### config.mk
export PLATFORM = sky130hd
export DESIGN_NAME = tmrec_top
export DESIGN_NICKNAME = d
export VERILOG_FILES = /design/src/pkg/tmrec_pkg.sv /design/src/hdl/tmrec_top.sv
export SDC_FILE = /design/constraint.sdc
export NUM_CORES = 1
export LEC_CHECK = 0
export BUFFER_PORTS_ARGS = -buffer_cell sky130_fd_sc_hd__buf_4
export CORE_ASPECT_RATIO = 0.6
export CORE_MARGIN = 2
export CORE_UTILIZATION = 40
export DETAILED_ROUTE_END_ITERATION = 10
export PLACE_DENSITY = 0.68
export SETUP_SLACK_MARGIN = 0.3
export SLEW_MARGIN = 20
export SYNTH_ARGS = -nofsm -noshare
export SYNTH_HDL_FRONTEND = slang
export SYNTH_SLANG_ARGS = --single-unit
### constraint.sdc
create_clock -name clk_i -period 5.51 [get_ports clk_i]
set_input_delay 0.2755 -clock clk_i [delete_from_list [all_inputs] [get_ports clk_i]]
set_output_delay 0.2755 -clock clk_i [all_outputs]
set_load 0.1 [all_outputs]
### src/pkg/tmrec_pkg.sv
package tmrec_pkg;
  localparam int unsigned TMREC_AW = 2;
  localparam int unsigned TMREC_DW = 8;
  // register offsets
  localparam logic [1:0] TMREC_OFF_COUNT = 2'h0;
  localparam logic [1:0] TMREC_OFF_CTRL = 2'h1;
  localparam logic [1:0] TMREC_OFF_AUX = 2'h2;
  // control fields
  localparam int unsigned TMREC_MODE_HI = 7;
  localparam int unsigned TMREC_MODE_LO = 6;
  localparam int unsigned TMREC_RUN_BIT = 4;
  localparam int unsigned TMREC_EDGE_BIT = 3;
  localparam int unsigned TMREC_PSC_HI = 2;
  localparam int unsigned TMREC_PSC_LO = 0;
  localparam logic [7:0] TMREC_CTRL_RST = 8'h08;
  localparam logic [7:0] TMREC_CTRL_WMASK = 8'hDF;
  // aux fields: clock source select and interrupt enable
  localparam int unsigned TMREC_CLKSEL_HI = 1;
  localparam int unsigned TMREC_CLKSEL_LO = 0;
  localparam int unsigned TMREC_INTEN_BIT = 2;
  localparam logic [7:0] TMREC_AUX_RST = 8'h00;
  localparam logic [7:0] TMREC_AUX_WMASK = 8'h07;
  // counter constants
  localparam logic [7:0] TMREC_FULL = 8'hFF;
  localparam logic [7:0] TMREC_ONE = 8'h01;
  localparam logic [7:0] TMREC_ZERO = 8'h00;
  localparam logic [1:0] TMREC_INSTR_LAST = 2'h3;
  localparam logic [1:0] TMREC_DIV_ONE = 2'h1;
  localparam int unsigned TMREC_PSC_MIN_W = 7;

  typedef enum logic [1:0]
  {
    TMREC_MODE_NONE = 2'h0,
    TMREC_MODE_EVENT = 2'h1,
    TMREC_MODE_TIMER = 2'h2,
    TMREC_MODE_PWC = 2'h3
  } tmrec_mode_t;

  typedef enum logic [1:0]
  {
    TMREC_SRC_SYS = 2'h0,
    TMREC_SRC_INSTR = 2'h1,
    TMREC_SRC_LOW = 2'h2,
    TMREC_SRC_LOW_ALT = 2'h3
  } tmrec_src_t;

  // pulse capture states, gray along idle -> armed -> measuring
  typedef enum logic [1:0]
  {
    TMREC_PWC_IDLE = 2'b00,
    TMREC_PWC_ARM = 2'b01,
    TMREC_PWC_MEAS = 2'b11
  } tmrec_pwc_t;

  typedef struct packed
  {
    logic [1:0] addr;
    logic [7:0] wdata;
    logic wr;
    logic rd;
  } tmrec_bus_t;
endpackage

### src/hdl/tmrec_top.sv
// Chosen here: the placing of the registers and the strobed register port.
`timescale 1ns/1ps
module tmrec_top
  import tmrec_pkg::*;
#(
  parameter int unsigned PSC_W = 7
)
(
  // clock and reset
  input wire logic clk_i,
  input wire logic nrst_i,
  // register port
  input wire tmrec_bus_t bus_i,
  output logic [7:0] rdata_o,
  // external count pin and clock sources
  input wire logic ext_count_pin_i,
  input wire logic low_speed_osc_i,
  input wire logic sleep_i,
  // events
  output logic ovf_o,
  output logic irq_o,
  output logic wake_o
);

  // prescaler must hold the divide-by-128 tap
  if (PSC_W < TMREC_PSC_MIN_W)
  begin : g_bad_psc
    $error("prescaler width too small");
  end

  // true on the cycle the prescaled clock falls
  function automatic logic presc_fall(input logic [PSC_W-1:0] cnt,
                                      input logic [2:0] sel);
    logic [PSC_W-1:0] mask;
    mask = PSC_W'((1 << sel) - 1);
    return &(cnt | ~mask);
  endfunction

  logic [7:0] ctrl_q, ctrl_d;
  logic [7:0] aux_q, aux_d;
  logic [7:0] preload_q, preload_d;
  logic [7:0] count_q, count_d;
  logic [7:0] rdata_q, rdata_d;
  logic sync1_q, sync2_q, prev_q;
  logic [PSC_W-1:0] presc_q, presc_d;
  logic [1:0] div4_q, div4_d;
  tmrec_pwc_t pwc_q, pwc_d;
  logic ovf_q, ovf_d, irq_q, irq_d, wake_q, wake_d;

  tmrec_mode_t mode;
  tmrec_src_t src;
  logic run, edge_sel, int_en;
  logic [2:0] psc;
  logic wr_count, rd_count, wr_ctrl, wr_aux, inhibit;
  logic rise, fall, active_edge, start_edge, stop_edge;
  logic src_tick, presc_tick, count_tick, ovf_evt, pwc_act;

  // field decode
  assign mode = tmrec_mode_t'(ctrl_q[TMREC_MODE_HI:TMREC_MODE_LO]);
  assign run = ctrl_q[TMREC_RUN_BIT];
  assign edge_sel = ctrl_q[TMREC_EDGE_BIT];
  assign psc = ctrl_q[TMREC_PSC_HI:TMREC_PSC_LO];
  assign src = tmrec_src_t'(aux_q[TMREC_CLKSEL_HI:TMREC_CLKSEL_LO]);
  assign int_en = aux_q[TMREC_INTEN_BIT];

  // bus decode
  always_comb
  begin
    wr_count = 1'b0;
    rd_count = 1'b0;
    wr_ctrl = 1'b0;
    wr_aux = 1'b0;
    if (bus_i.addr == TMREC_OFF_COUNT)
    begin
      wr_count = bus_i.wr;
      rd_count = bus_i.rd;
    end
    else if (bus_i.addr == TMREC_OFF_CTRL)
    begin
      wr_ctrl = bus_i.wr;
    end
    else if (bus_i.addr == TMREC_OFF_AUX)
    begin
      wr_aux = bus_i.wr;
    end
  end

  // freeze the count during a count register access so the value is not torn
  assign inhibit = wr_count | rd_count;

  // pin edges, only the second stage is looked at
  assign rise = sync2_q & ~prev_q;
  assign fall = ~sync2_q & prev_q;
  assign active_edge = edge_sel ? fall : rise;
  assign start_edge = edge_sel ? rise : fall;
  assign stop_edge = edge_sel ? fall : rise;

  // internal source; system clocks stop in sleep, the slow osc runs on
  always_comb
  begin
    case (src)
      TMREC_SRC_SYS: src_tick = ~sleep_i;
      TMREC_SRC_INSTR: src_tick = ~sleep_i & (div4_q == TMREC_INSTR_LAST);
      default: src_tick = low_speed_osc_i;
    endcase
    div4_d = sleep_i ? div4_q : div4_q + TMREC_DIV_ONE;
    presc_d = src_tick ? presc_q + PSC_W'(1) : presc_q;
  end

  assign presc_tick = src_tick & presc_fall(presc_q, psc);
  assign pwc_act = run & (mode == TMREC_MODE_PWC);

  // count qualification per mode
  always_comb
  begin
    case (mode)
      TMREC_MODE_EVENT: count_tick = active_edge;
      TMREC_MODE_TIMER: count_tick = presc_tick;
      TMREC_MODE_PWC: count_tick = presc_tick & (pwc_q == TMREC_PWC_MEAS);
      default: count_tick = 1'b0;
    endcase
    count_tick = count_tick & run & ~inhibit;
  end

  assign ovf_evt = count_tick & (count_q == TMREC_FULL);

  // pulse capture sequencer
  always_comb
  begin
    pwc_d = pwc_q;
    case (pwc_q)
      TMREC_PWC_IDLE:
        if (pwc_act)
          pwc_d = TMREC_PWC_ARM;
      TMREC_PWC_ARM:
        if (!pwc_act)
          pwc_d = TMREC_PWC_IDLE;
        else if (start_edge)
          pwc_d = TMREC_PWC_MEAS;
      TMREC_PWC_MEAS:
        if (!pwc_act || stop_edge)
          pwc_d = TMREC_PWC_IDLE;
      default: pwc_d = TMREC_PWC_IDLE;
    endcase
  end

  // registers; a software write wins over the capture auto clear
  always_comb
  begin
    ctrl_d = ctrl_q;
    aux_d = aux_q;
    preload_d = preload_q;
    count_d = count_q;
    if (wr_ctrl)
      ctrl_d = bus_i.wdata & TMREC_CTRL_WMASK;
    else if (pwc_act && pwc_q == TMREC_PWC_MEAS && stop_edge)
      ctrl_d[TMREC_RUN_BIT] = 1'b0;
    if (wr_aux)
      aux_d = bus_i.wdata & TMREC_AUX_WMASK;
    if (wr_count)
      preload_d = bus_i.wdata;
    if (wr_count && !run)
      count_d = bus_i.wdata;
    else if (ovf_evt)
      count_d = preload_q;
    else if (count_tick)
      count_d = count_q + TMREC_ONE;
  end

  // events and read data
  always_comb
  begin
    ovf_d = ovf_evt;
    irq_d = ovf_evt & int_en;
    wake_d = ovf_evt;
    rdata_d = TMREC_ZERO;
    if (bus_i.rd)
    begin
      if (bus_i.addr == TMREC_OFF_COUNT)
        rdata_d = count_q;
      else if (bus_i.addr == TMREC_OFF_CTRL)
        rdata_d = ctrl_q;
      else if (bus_i.addr == TMREC_OFF_AUX)
        rdata_d = aux_q;
    end
  end

  // state registers
  always_ff @(posedge clk_i or negedge nrst_i)
  begin
    if (!nrst_i)
    begin
      ctrl_q <= TMREC_CTRL_RST;
      aux_q <= TMREC_AUX_RST;
      preload_q <= TMREC_ZERO;
      count_q <= TMREC_ZERO;
      rdata_q <= TMREC_ZERO;
      sync1_q <= 1'b0;
      sync2_q <= 1'b0;
      prev_q <= 1'b0;
      presc_q <= '0;
      div4_q <= 2'h0;
      pwc_q <= TMREC_PWC_IDLE;
      ovf_q <= 1'b0;
      irq_q <= 1'b0;
      wake_q <= 1'b0;
    end
    else
    begin
      ctrl_q <= ctrl_d;
      aux_q <= aux_d;
      preload_q <= preload_d;
      count_q <= count_d;
      rdata_q <= rdata_d;
      sync1_q <= ext_count_pin_i;
      sync2_q <= sync1_q;
      prev_q <= sync2_q;
      presc_q <= presc_d;
      div4_q <= div4_d;
      pwc_q <= pwc_d;
      ovf_q <= ovf_d;
      irq_q <= irq_d;
      wake_q <= wake_d;
    end
  end

  assign rdata_o = rdata_q;
  assign ovf_o = ovf_q;
  assign irq_o = irq_q;
  assign wake_o = wake_q;
endmodule

==> metrics.txt, run 1 <==
status=finished with violations; failing checks=negative hold slack; Cell Int Power=just over 0.0007 W; Area growth syn-to-layout=14.4%; Sw Pwr=0.000423 W; # rows=21; largest net degree at the start of global routing=51; die height=64.3 µm; DR vias/cell=roughly 5.2; number of post-CTS setup repair buffers=0; Slew Viols, Final=0; Final min period=1.95 ns; post-cts resize count=0; worst path arrival time=around 2.2 ns; Mapped Cells=210; Final #Nets=258; crit start category=flip-flop; CP Class=reg2reg; period utilisation layout=a little over a third; CP max stage cell=a22oi_1; Routed wire per std cell=15.8 µm; DRC violation count after routing=0; CTS tree=built; top-count cell post-synth=dfrtp_1; Sink Count=50; vias in the first global route=1585; synth cell count leaders=dfrtp_1, mux2_2, nand2_1, mux2i_1, nor2_1; Ant. Diodes=0; Initial DRC Count=a little under 70; warnings from Yosys=0; Async SR Flop Fraction=100%; CTS Buffer Depth=2; die width=105 µm; CP required=5.71 ns; cells along the critical path=ha_1 > nand2b_1 > a22oi_1 > o41ai_4 > a31o_4 > o221a_1; hold buffers post-CTS=0; Post-synth EDFFs=0; post-synth net total=230; Final Hold Vio Count=27; Rel. slew slack=57.4%; TritonCTS Buffers=5; first-pass GRT wire length=between 8 and 9 mm; setup TNS=0 ns; Main synth FF type=dfrtp_1; slowest stage delay, CP=between 0.4 and 0.5 ns; Reg power frac=around 50%; Hold Slack=-0.0313 ns; share of layout cells above drive strength 1=roughly 26%; die area=6730 µm²; syn avg cell area=between 10 and 15 µm²; Synth area leaders=dfrtp_1, mux2_2, mux2i_1; Root Driver=clkbuf_8; initial antenna violation count=0; Worst Hold Class=in2async; starting density of the core=42.6%; first-pass iteration count of the detailed router=4; detailed placement HPWL=about 3.7 mm; Critical Path End Type=flip-flop; Clk pwr share=19.8%; I/O Pins=28; number of routed nets with antenna violations=0; clk_lat worst skew=0.31 ns; Seq/Total Area, Yosys=51.6%; Mapped Area=2430 µm²; Core Area=5700 µm²; Leak=1.23 nW; Yosys reg bits=50; CTS HTree Levels=2; Post-Route WL=5.03 mm; Worst-path clk slew=0.10 ns; CP Max Fanout=6; routability cong.=slightly below 0.9; vias post-DR=1649; Cell variety after synth=42; switching part of the total=a little under two fifths; Max VDD drop=0.199 mV; post-synth top area cell=dfrtp_1; Yosys top cell area share=50.5%; Slew @ Worst Pin=around 0.64 ns; max cap viols=0; grt total ovfl=0; fmax=0.512 GHz; worst clock skew=0.0103 ns; pwr dens=413 nW/µm²; final setup fails=0; GRT Total Usage=around 16%; Comb power frac=a little under a third; PortBufs=27; unrepaired setup endpoints after global routing=no
## power by group through the flow
| stage | registers (W) | logic, W | clock network [W] |
|---|---|---|---|
| 6_report | 0.000570 | 0.000350 | 0.000227 |
| 5_1_grt | 0.000588 | 0.000385 | 0.000252 |
| 4_1_cts | 0.000569 | 0.000353 | 0.000234 |
| 3_5_place_dp | 0.000575 | 0.000351 | 0 |
| 3_3_place_gp | 0.000575 | 0.000345 | 0 |
| 2_1_floorplan | 0.000590 | 0.000234 | 0 |
## logic make-up after synthesis
| kind of cell | synth area share (%) |
|---|---|
| AND/OR/NAND/NOR | 14.3 |
| flip-flops | 51.6 |
| AO/OA/AOI/OAI | 11.1 |
| multiplexers | 14.6 |
| buffers and inverters | 3.25 |
| XOR/XNOR | 3.61 |
| adder cells (fa/ha/maj) | 1.55 |
## metal layers
metal / vias to the layer above / share of wire (%) / GRT usage [%]
met2: 45 / 37 / 20.8
met1: 795 / 55 / 26.8
li1: 804 / - / -
met3: 5 / 6.7 / 3.78
met4: 0 / 0.68 / 4.56
met5: - / 0 / 0
## critical path, delay by kind of cell, from the launching register on
kind,cells,cell delay [ns]
flops,1,0.41
compound gates,4,1.13
fa+ha+maj,1,0.19
simple gates,1,0.13
## cell usage in the layout, fill, tap and decap left out, types with 4 or more instances in the layout
cell	Yosys	layout
dfrtp_1	49	49
buf_4	1	27
mux2_2	20	20
nand2_1	18	18
mux2i_1	13	13
nor2_1	12	12
inv_1	8	8
xnor2_1	8	8
nand2b_1	7	7
o21ai_0	7	7
a21oi_1	7	7
nand3_1	6	6
clkbuf_8	0	6
o221ai_1	5	5
and2_1	4	4
## through the flow
stage | std cells | setup WS [ns] | util, % | total power [W] | instance area, µm²
4_1_cts | 319 | 3.54 | 48.7 | 0.00116 | 2780
2_1_floorplan | 210 | 3.68 | - | 0.000824 | 2430
3_5_place_dp | 311 | 3.55 | 47.0 | 0.000927 | 2680
5_1_grt | 319 | 3.44 | 48.7 | 0.00122 | 2780
3_3_place_gp | 311 | 3.58 | 47.0 | 0.000920 | 2680
6_report | 319 | 3.56 | 48.7 | 0.00115 | 2780
## registers in the layout, summed over array words and instances (netlist names)
register / flops
div4_q: 2
irq_o: 1
rdata_o: 8
prev_q: 1
sync2_q: 1
presc_q: 7
sync1_q: 1
ctrl_q: 7
wake_o: 1
preload_q: 8
count_q: 8
aux_q: 3
pwc_q: 2
## final timing paths
check	start	to	slack, ns	cells after the start
worst max-delay path	div4_q[0]	count_q[5]	3.56	6
worst min-delay path	nrst_i	sync2_q	-0.03	1
worst max register to register	div4_q[0]	count_q[5]	3.56	6
worst min register to register	sync1_q	sync2_q	0.36	0
max in group asynchronous	nrst_i	presc_q[0]	5.09	1
min in group clk_i	ext_count_pin_i	sync1_q	0.07	1
## layout make-up
type                            instances  area (µm²)
Clock inverter                          2        12.5
Sequential cell                        50        1250
Inverter                                8        30.0
Fill cell                             547        2930
Tap cell                               80         100
Multi-Input combinational cell        146        1100
Timing Repair Buffer                   27         203
Clock buffer                            6        82.6
(Power assumes the default switching activity.)
==> inputs of run 2 (changes only) <==
==> constraint.sdc (replaced) <==
create_clock -name clk_i -period 1.8 [get_ports clk_i]
set_input_delay 0.09 -clock clk_i [delete_from_list [all_inputs] [get_ports clk_i]]
set_output_delay 0.09 -clock clk_i [all_outputs]
set_load 0.1 [all_outputs]
==> metrics.txt, run 2 (synthesis gave the netlist of run 1 again) <==
status=finished clean; setup TNS=0 ns (unchanged); CTS Buffer Depth=2 (unchanged); area of the multi-input gates=1200 µm² (+9.1%); first-pass GRT wire length=8.94 mm (+6.1%); CTS tree=built; final setup fails=0 (unchanged); DR vias/cell=5.13 (-0.75%); Area growth syn-to-layout=24.3%; Final #Nets=276 (+7.0%); CP Max Fanout=4 (-2); Highest Signal Layer=met4; vias post-DR=1729 (+4.9%); Hold Slack=0.0318 ns (+0.0631 ns); CP required=2.02 ns (-3.69 ns); unrepaired setup endpoints after global routing=yes; Worst Reg-to-Reg Cells=6 (unchanged); vias in the first global route=1680 (+6.0%); cells along the critical path=buf_6 > a21boi_0 > o311ai_1 > buf_4 > and4_1 > mux2i_1; routability cong.=0.862 (-1.4%); Initial DRC Count=127 (+84%); PortBufs=27 (unchanged); Leak=1.34 nW (+8.7%); Sw Pwr=0.00137 W (+230%); max cap viols=0 (unchanged); worst path arrival time=1.95 ns (-0.21 ns); first-pass iteration count of the detailed router=4 (unchanged); Core Area=5700 µm² (unchanged); CP Class=reg2reg; share of layout cells above drive strength 1=35.8% (+9.9 points); starting density of the core=42.6% (unchanged); most frequent cells in the layout=dfrtp_1, buf_4, mux2_2; initial antenna violation count=0 (unchanged); dpl ws=0.0637 ns (-3.49 ns); Clk pwr share=17.1% (-2.7 points); Routed wire per std cell=15.8 µm (+0.12%); Slew @ Worst Pin=0.625 ns (-0.0137 ns); Final min period=1.73 ns (-0.226 ns); CTS HTree Levels=2 (unchanged); Post-Route WL=5.32 mm (+5.8%); Layout fillers=500 (-8.6%); met3 WL=310 µm (-7.7%); die area=6730 µm² (unchanged); TritonCTS Buffers=5 (unchanged); pwr dens=1260 nW/µm² (+210%); GRT Total Usage=17.3% (+0.92 points); worst clock skew=0.0119 ns (+0.00165 ns); grt total ovfl=0 (unchanged); most common cell after layout, fill and taps aside=dfrtp_1; switching part of the total=36.1% (-0.78 points); Worst-path clk slew=0.09 ns (about the same); wire length on met1=2.82 mm (+1.7%); Slew Viols, Final=0 (unchanged); Rel. slew slack=58.3% (+0.91 points); I/O Pins=28 (unchanged); Routed met2 length=2.16 mm (+15%); setup ws final=0.0716 ns (-3.48 ns); number of routed nets with antenna violations=0 (unchanged); crit start category=flip-flop; clk_lat worst skew=0.30 ns (about the same); Reg power frac=45.0% (-4.7 points); Hold Crit Depth=2; Comb power frac=37.9% (+7.4 points); die width=105 µm (unchanged); Final Util=52.9% (+4.2 points); Max VDD drop=0.690 mV (+250%); Critical Path End Type=flip-flop; Worst Hold Class=in2reg; die height=64.3 µm (unchanged); detailed placement HPWL=3.77 mm (+2.3%); slowest stage delay, CP=0.43 ns (-0.03 ns); fmax=0.579 GHz (+13%); Sink Count=50 (unchanged); # rows=21 (unchanged); Final Hold Vio Count=0 (-100%); period utilisation layout=96.0% (+61 points); Root Driver=clkbuf_8; DRC violation count after routing=0 (unchanged); Seq. cell area=1250 µm² (+0.20%); Cell Int Power=0.00244 W (+240%); largest net degree at the start of global routing=51 (unchanged); CP max stage cell=dfrtp_2; Ant. Diodes=0 (unchanged)
run 2: path summary, 6_finish.rpt:
path	from	endpoint	slack, ns
setup / recovery	ctrl_q[1]	count_q[2]	0.07
hold / removal	bus_i[7]	preload_q[5]	0.03
setup reg to reg	ctrl_q[1]	count_q[2]	0.07
hold reg to reg	sync1_q	sync2_q	0.35
max in group asynchronous	nrst_i	ctrl_q[1]	0.99
min in group asynchronous	nrst_i	rdata_o[4]	0.35
run 2: final cells by class:
cell class / instances / share of cell area [%]
flip-flops and latches: 50 / 41.6
multi-input cells: 147 / 39.7
repair buffers: 44 / 11.4
well taps: 80 / 3.32
clock buffers: 8 / 2.99
inverters: 8 / 0.995
run 2: metrics by stage:
step	total power (W)	instances	instance area [µm²]
3_5_place_dp	0.00294	318	2750
4_1_cts	0.00374	333	2940
3_3_place_gp	0.00290	318	2750
2_1_floorplan	0.00254	210	2440
6_report	0.00381	337	3020
5_1_grt	0.00409	337	3020
run 2: power groups by stage:
stage / sequential, W / clock, W / combinational [W]
global route: 0.00176 / 0.000736 / 0.00159
detailed placement: 0.00174 / 0 / 0.00120
global placement: 0.00173 / 0 / 0.00117
finish: 0.00171 / 0.000653 / 0.00144
CTS: 0.00170 / 0.000679 / 0.00137
floorplan: 0.00181 / 0 / 0.000734
run 2: worst max-delay path, delay by kind of cell (launching register included):
kind                   cells  cell delay [ns]
DFF                        1             0.43
AOI/OAI and AO/OA          2             0.44
muxes                      1             0.22
buffers and inverters      2             0.33
and+or+nand+nor            1             0.23
run 2: what timing repair did:
item                                    4_1_cts  5_1_grt
endpoints found under the hold margin        51        0
hold buffers                                  3        0
pin swaps                                     5        7
buffers inserted                              4        3
cloned                                        0        1
gates resized for setup                      11       11
endpoints found under the setup margin       14       15
run 2: per-layer routing:
| layer | GRT usage [%] | up-vias |
|---|---|---|
| li1 | - | 840 |
| met1 | 26.9 | 831 |
| met2 | 23.5 | 54 |
| met3 | 4.49 | 4 |
| met4 | 4.22 | 0 |
| met5 | 0 | - |
==> inputs of run 3 (changes only) <==
--- a/config.mk
+++ b/config.mk
@@ -10,6 +10,7 @@
 export CORE_MARGIN = 2
 export CORE_UTILIZATION = 40
 export DETAILED_ROUTE_END_ITERATION = 10
+export HOLD_SLACK_MARGIN = 0.1
 export PLACE_DENSITY = 0.68
 export SETUP_SLACK_MARGIN = 0.3
 export SLEW_MARGIN = 20
==> metrics.txt, run 3 (synthesis gave the netlist of run 1 again) <==
status=finished clean; initial antenna violation count=0 (unchanged); Worst-path clk slew=0.09 ns (about the same); CTS tree=built; largest net degree at the start of global routing=51 (unchanged); starting density of the core=42.6% (unchanged); Critical Path End Type=flip-flop; WHS Endpoint=rdata_o[6]; most frequent cells in the layout=dfrtp_1, buf_4, mux2_2; Hold Slack=0.178 ns (+0.146 ns); Reg2Reg Launch Point=ctrl_q[2]; CP Max Fanout=5 (+1); TritonCTS Buffers=5 (unchanged); fmax=0.584 GHz (+0.86%); CP Class=reg2reg; beginning of the worst hold path=bus_i[0]; pwr dens=1230 nW/µm² (-2.4%); Post-Route WL=5.37 mm (+0.88%); Final min period=1.71 ns (-0.0147 ns); Area growth syn-to-layout=28.0%; Rel. slew slack=58.8% (+0.48 points); grt total ovfl=0 (unchanged); vias post-DR=1751 (+1.3%); start point of the critical path=ctrl_q[2]; I/O Pins=28 (unchanged); die height=64.3 µm (unchanged); dpl cells=318 (unchanged); die area=6730 µm² (unchanged); Max VDD drop=0.695 mV (+0.74%); routability cong.=0.862 (unchanged); Ant. Diodes=0 (unchanged); Core Area=5700 µm² (unchanged); first-pass iteration count of the detailed router=4 (unchanged); clk_lat worst skew=0.30 ns (about the same); final setup fails=0 (unchanged); CTS HTree Levels=2 (unchanged); Root Driver=clkbuf_8; PortBufs=27 (unchanged); setup TNS=0 ns (unchanged); DR vias/cell=5.05 (-1.6%); number of routed nets with antenna violations=0 (unchanged); worst clock skew=0.0116 ns (-0.000360 ns); Slew @ Worst Pin=0.618 ns (-0.00714 ns); Initial DRC Count=120 (-5.5%); Overall Power=0.00383 W (+0.52%); Final #Nets=286 (+3.6%); Worst Hold Class=in2reg; setup ws final=0.0863 ns (+0.0147 ns); dpl ws=0.0637 ns (unchanged); most common cell after layout, fill and taps aside=dfrtp_1; Routed wire per std cell=15.5 µm (-2.0%); CP required=2.00 ns (-0.02 ns); period utilisation layout=95.2% (-0.82 points); crit start category=flip-flop; Slew Viols, Final=0 (unchanged); die width=105 µm (unchanged); Worst Reg-to-Reg Cells=5 (-1); Sink Count=50 (unchanged); Final Hold Vio Count=0 (unchanged); CTS Buffer Depth=2 (unchanged); share of layout cells above drive strength 1=34.5% (-1.3 points); unrepaired setup endpoints after global routing=yes; DRC violation count after routing=0 (unchanged); r2r setup slk=0.09 ns (about the same); worst path arrival time=1.91 ns (-0.04 ns); detailed placement HPWL=3.77 mm (unchanged); Layout fillers=489 (-2.2%); first-pass GRT wire length=8.98 mm (+0.54%); final cell count without fillers=347 (+3.0%); Leak=1.37 nW (+2.8%); GRT Total Usage=17.4% (+0.11 points); worst r2r dst=count_q[5]; # rows=21 (unchanged); vias in the first global route=1692 (+0.71%); max cap viols=0 (unchanged); Hold Crit Depth=3 (+1)
run 3: changes by cell type in the layout (fill, tap and decap cells not counted):
cell	before	now
dlygate4sd3_1	3	12
a21boi_0	1	0
a21boi_1	2	3
buf_4	39	40
nand2b_1	5	6
nand2b_4	2	1
run 3: worst max path at each step:
stage	end	depth (start not counted)
after floorplan	count_q[5]	6
after global placement	count_q[5]	6
after detailed placement	count_q[5]	6
after CTS	count_q[2]	5
after global routing	count_q[5]	5
final	count_q[5]	5
run 3: repair_timing:
item | in CTS | in global routing
cloned | 0 | 1
gates resized for setup | 11 | 11
setup buffers | 4 | 4
pin swaps | 5 | 6
endpoints found under the setup margin | 14 | 15
hold buffers | 12 | 0
hold endpoints to repair | 79 | 0
run 3: layout make-up:
| cell class | instances | area (µm²) | share of cell area [%] |
|---|---|---|---|
| sequential | 50 | 1250 | 40.4 |
| multi-input combinational | 147 | 1190 | 38.3 |
| timing repair buffer | 54 | 443 | 14.3 |
| tap | 80 | 100 | 3.22 |
| clock buffer | 8 | 90.1 | 2.90 |
| inverter | 8 | 30.0 | 0.967 |
run 3: power by group:
part | leakage, nW | switching, W | internal, W
Combinational | 0.714 | 0.000738 | 0.000723
Clock | 0.0455 | 0.000337 | 0.000314
Sequential | 0.614 | 0.000303 | 0.00142
Total | 1.37 | 0.00138 | 0.00245
run 3: metal layers:
| metal | up-vias | global-route usage, % | wire length [µm] | part of all wire, % |
|---|---|---|---|---|
| met3 | 4 | 4.59 | 302 | 5.6 |
| met5 | - | 0 | 0 | 0 |
| met4 | 0 | 4.22 | 36 | 0.67 |
| li1 | 856 | - | - | - |
| met1 | 845 | 27.1 | 2920 | 54 |
| met2 | 46 | 23.7 | 2110 | 39 |
run 3: critical path, stage by stage (launching register included):
cell and delay (ns):
dfrtp_1 0.42, o21a_1 0.23, o41ai_4 0.42, buf_4 0.20, nand3_4 0.12, o221a_1 0.22
run 3: stage by stage:
step,instance area [µm²],util (%)
detailed placement,2750,48.2
global placement,2750,48.2
floorplan,2440,-
finish,3110,54.5
CTS,3030,53.2
global route,3110,54.5
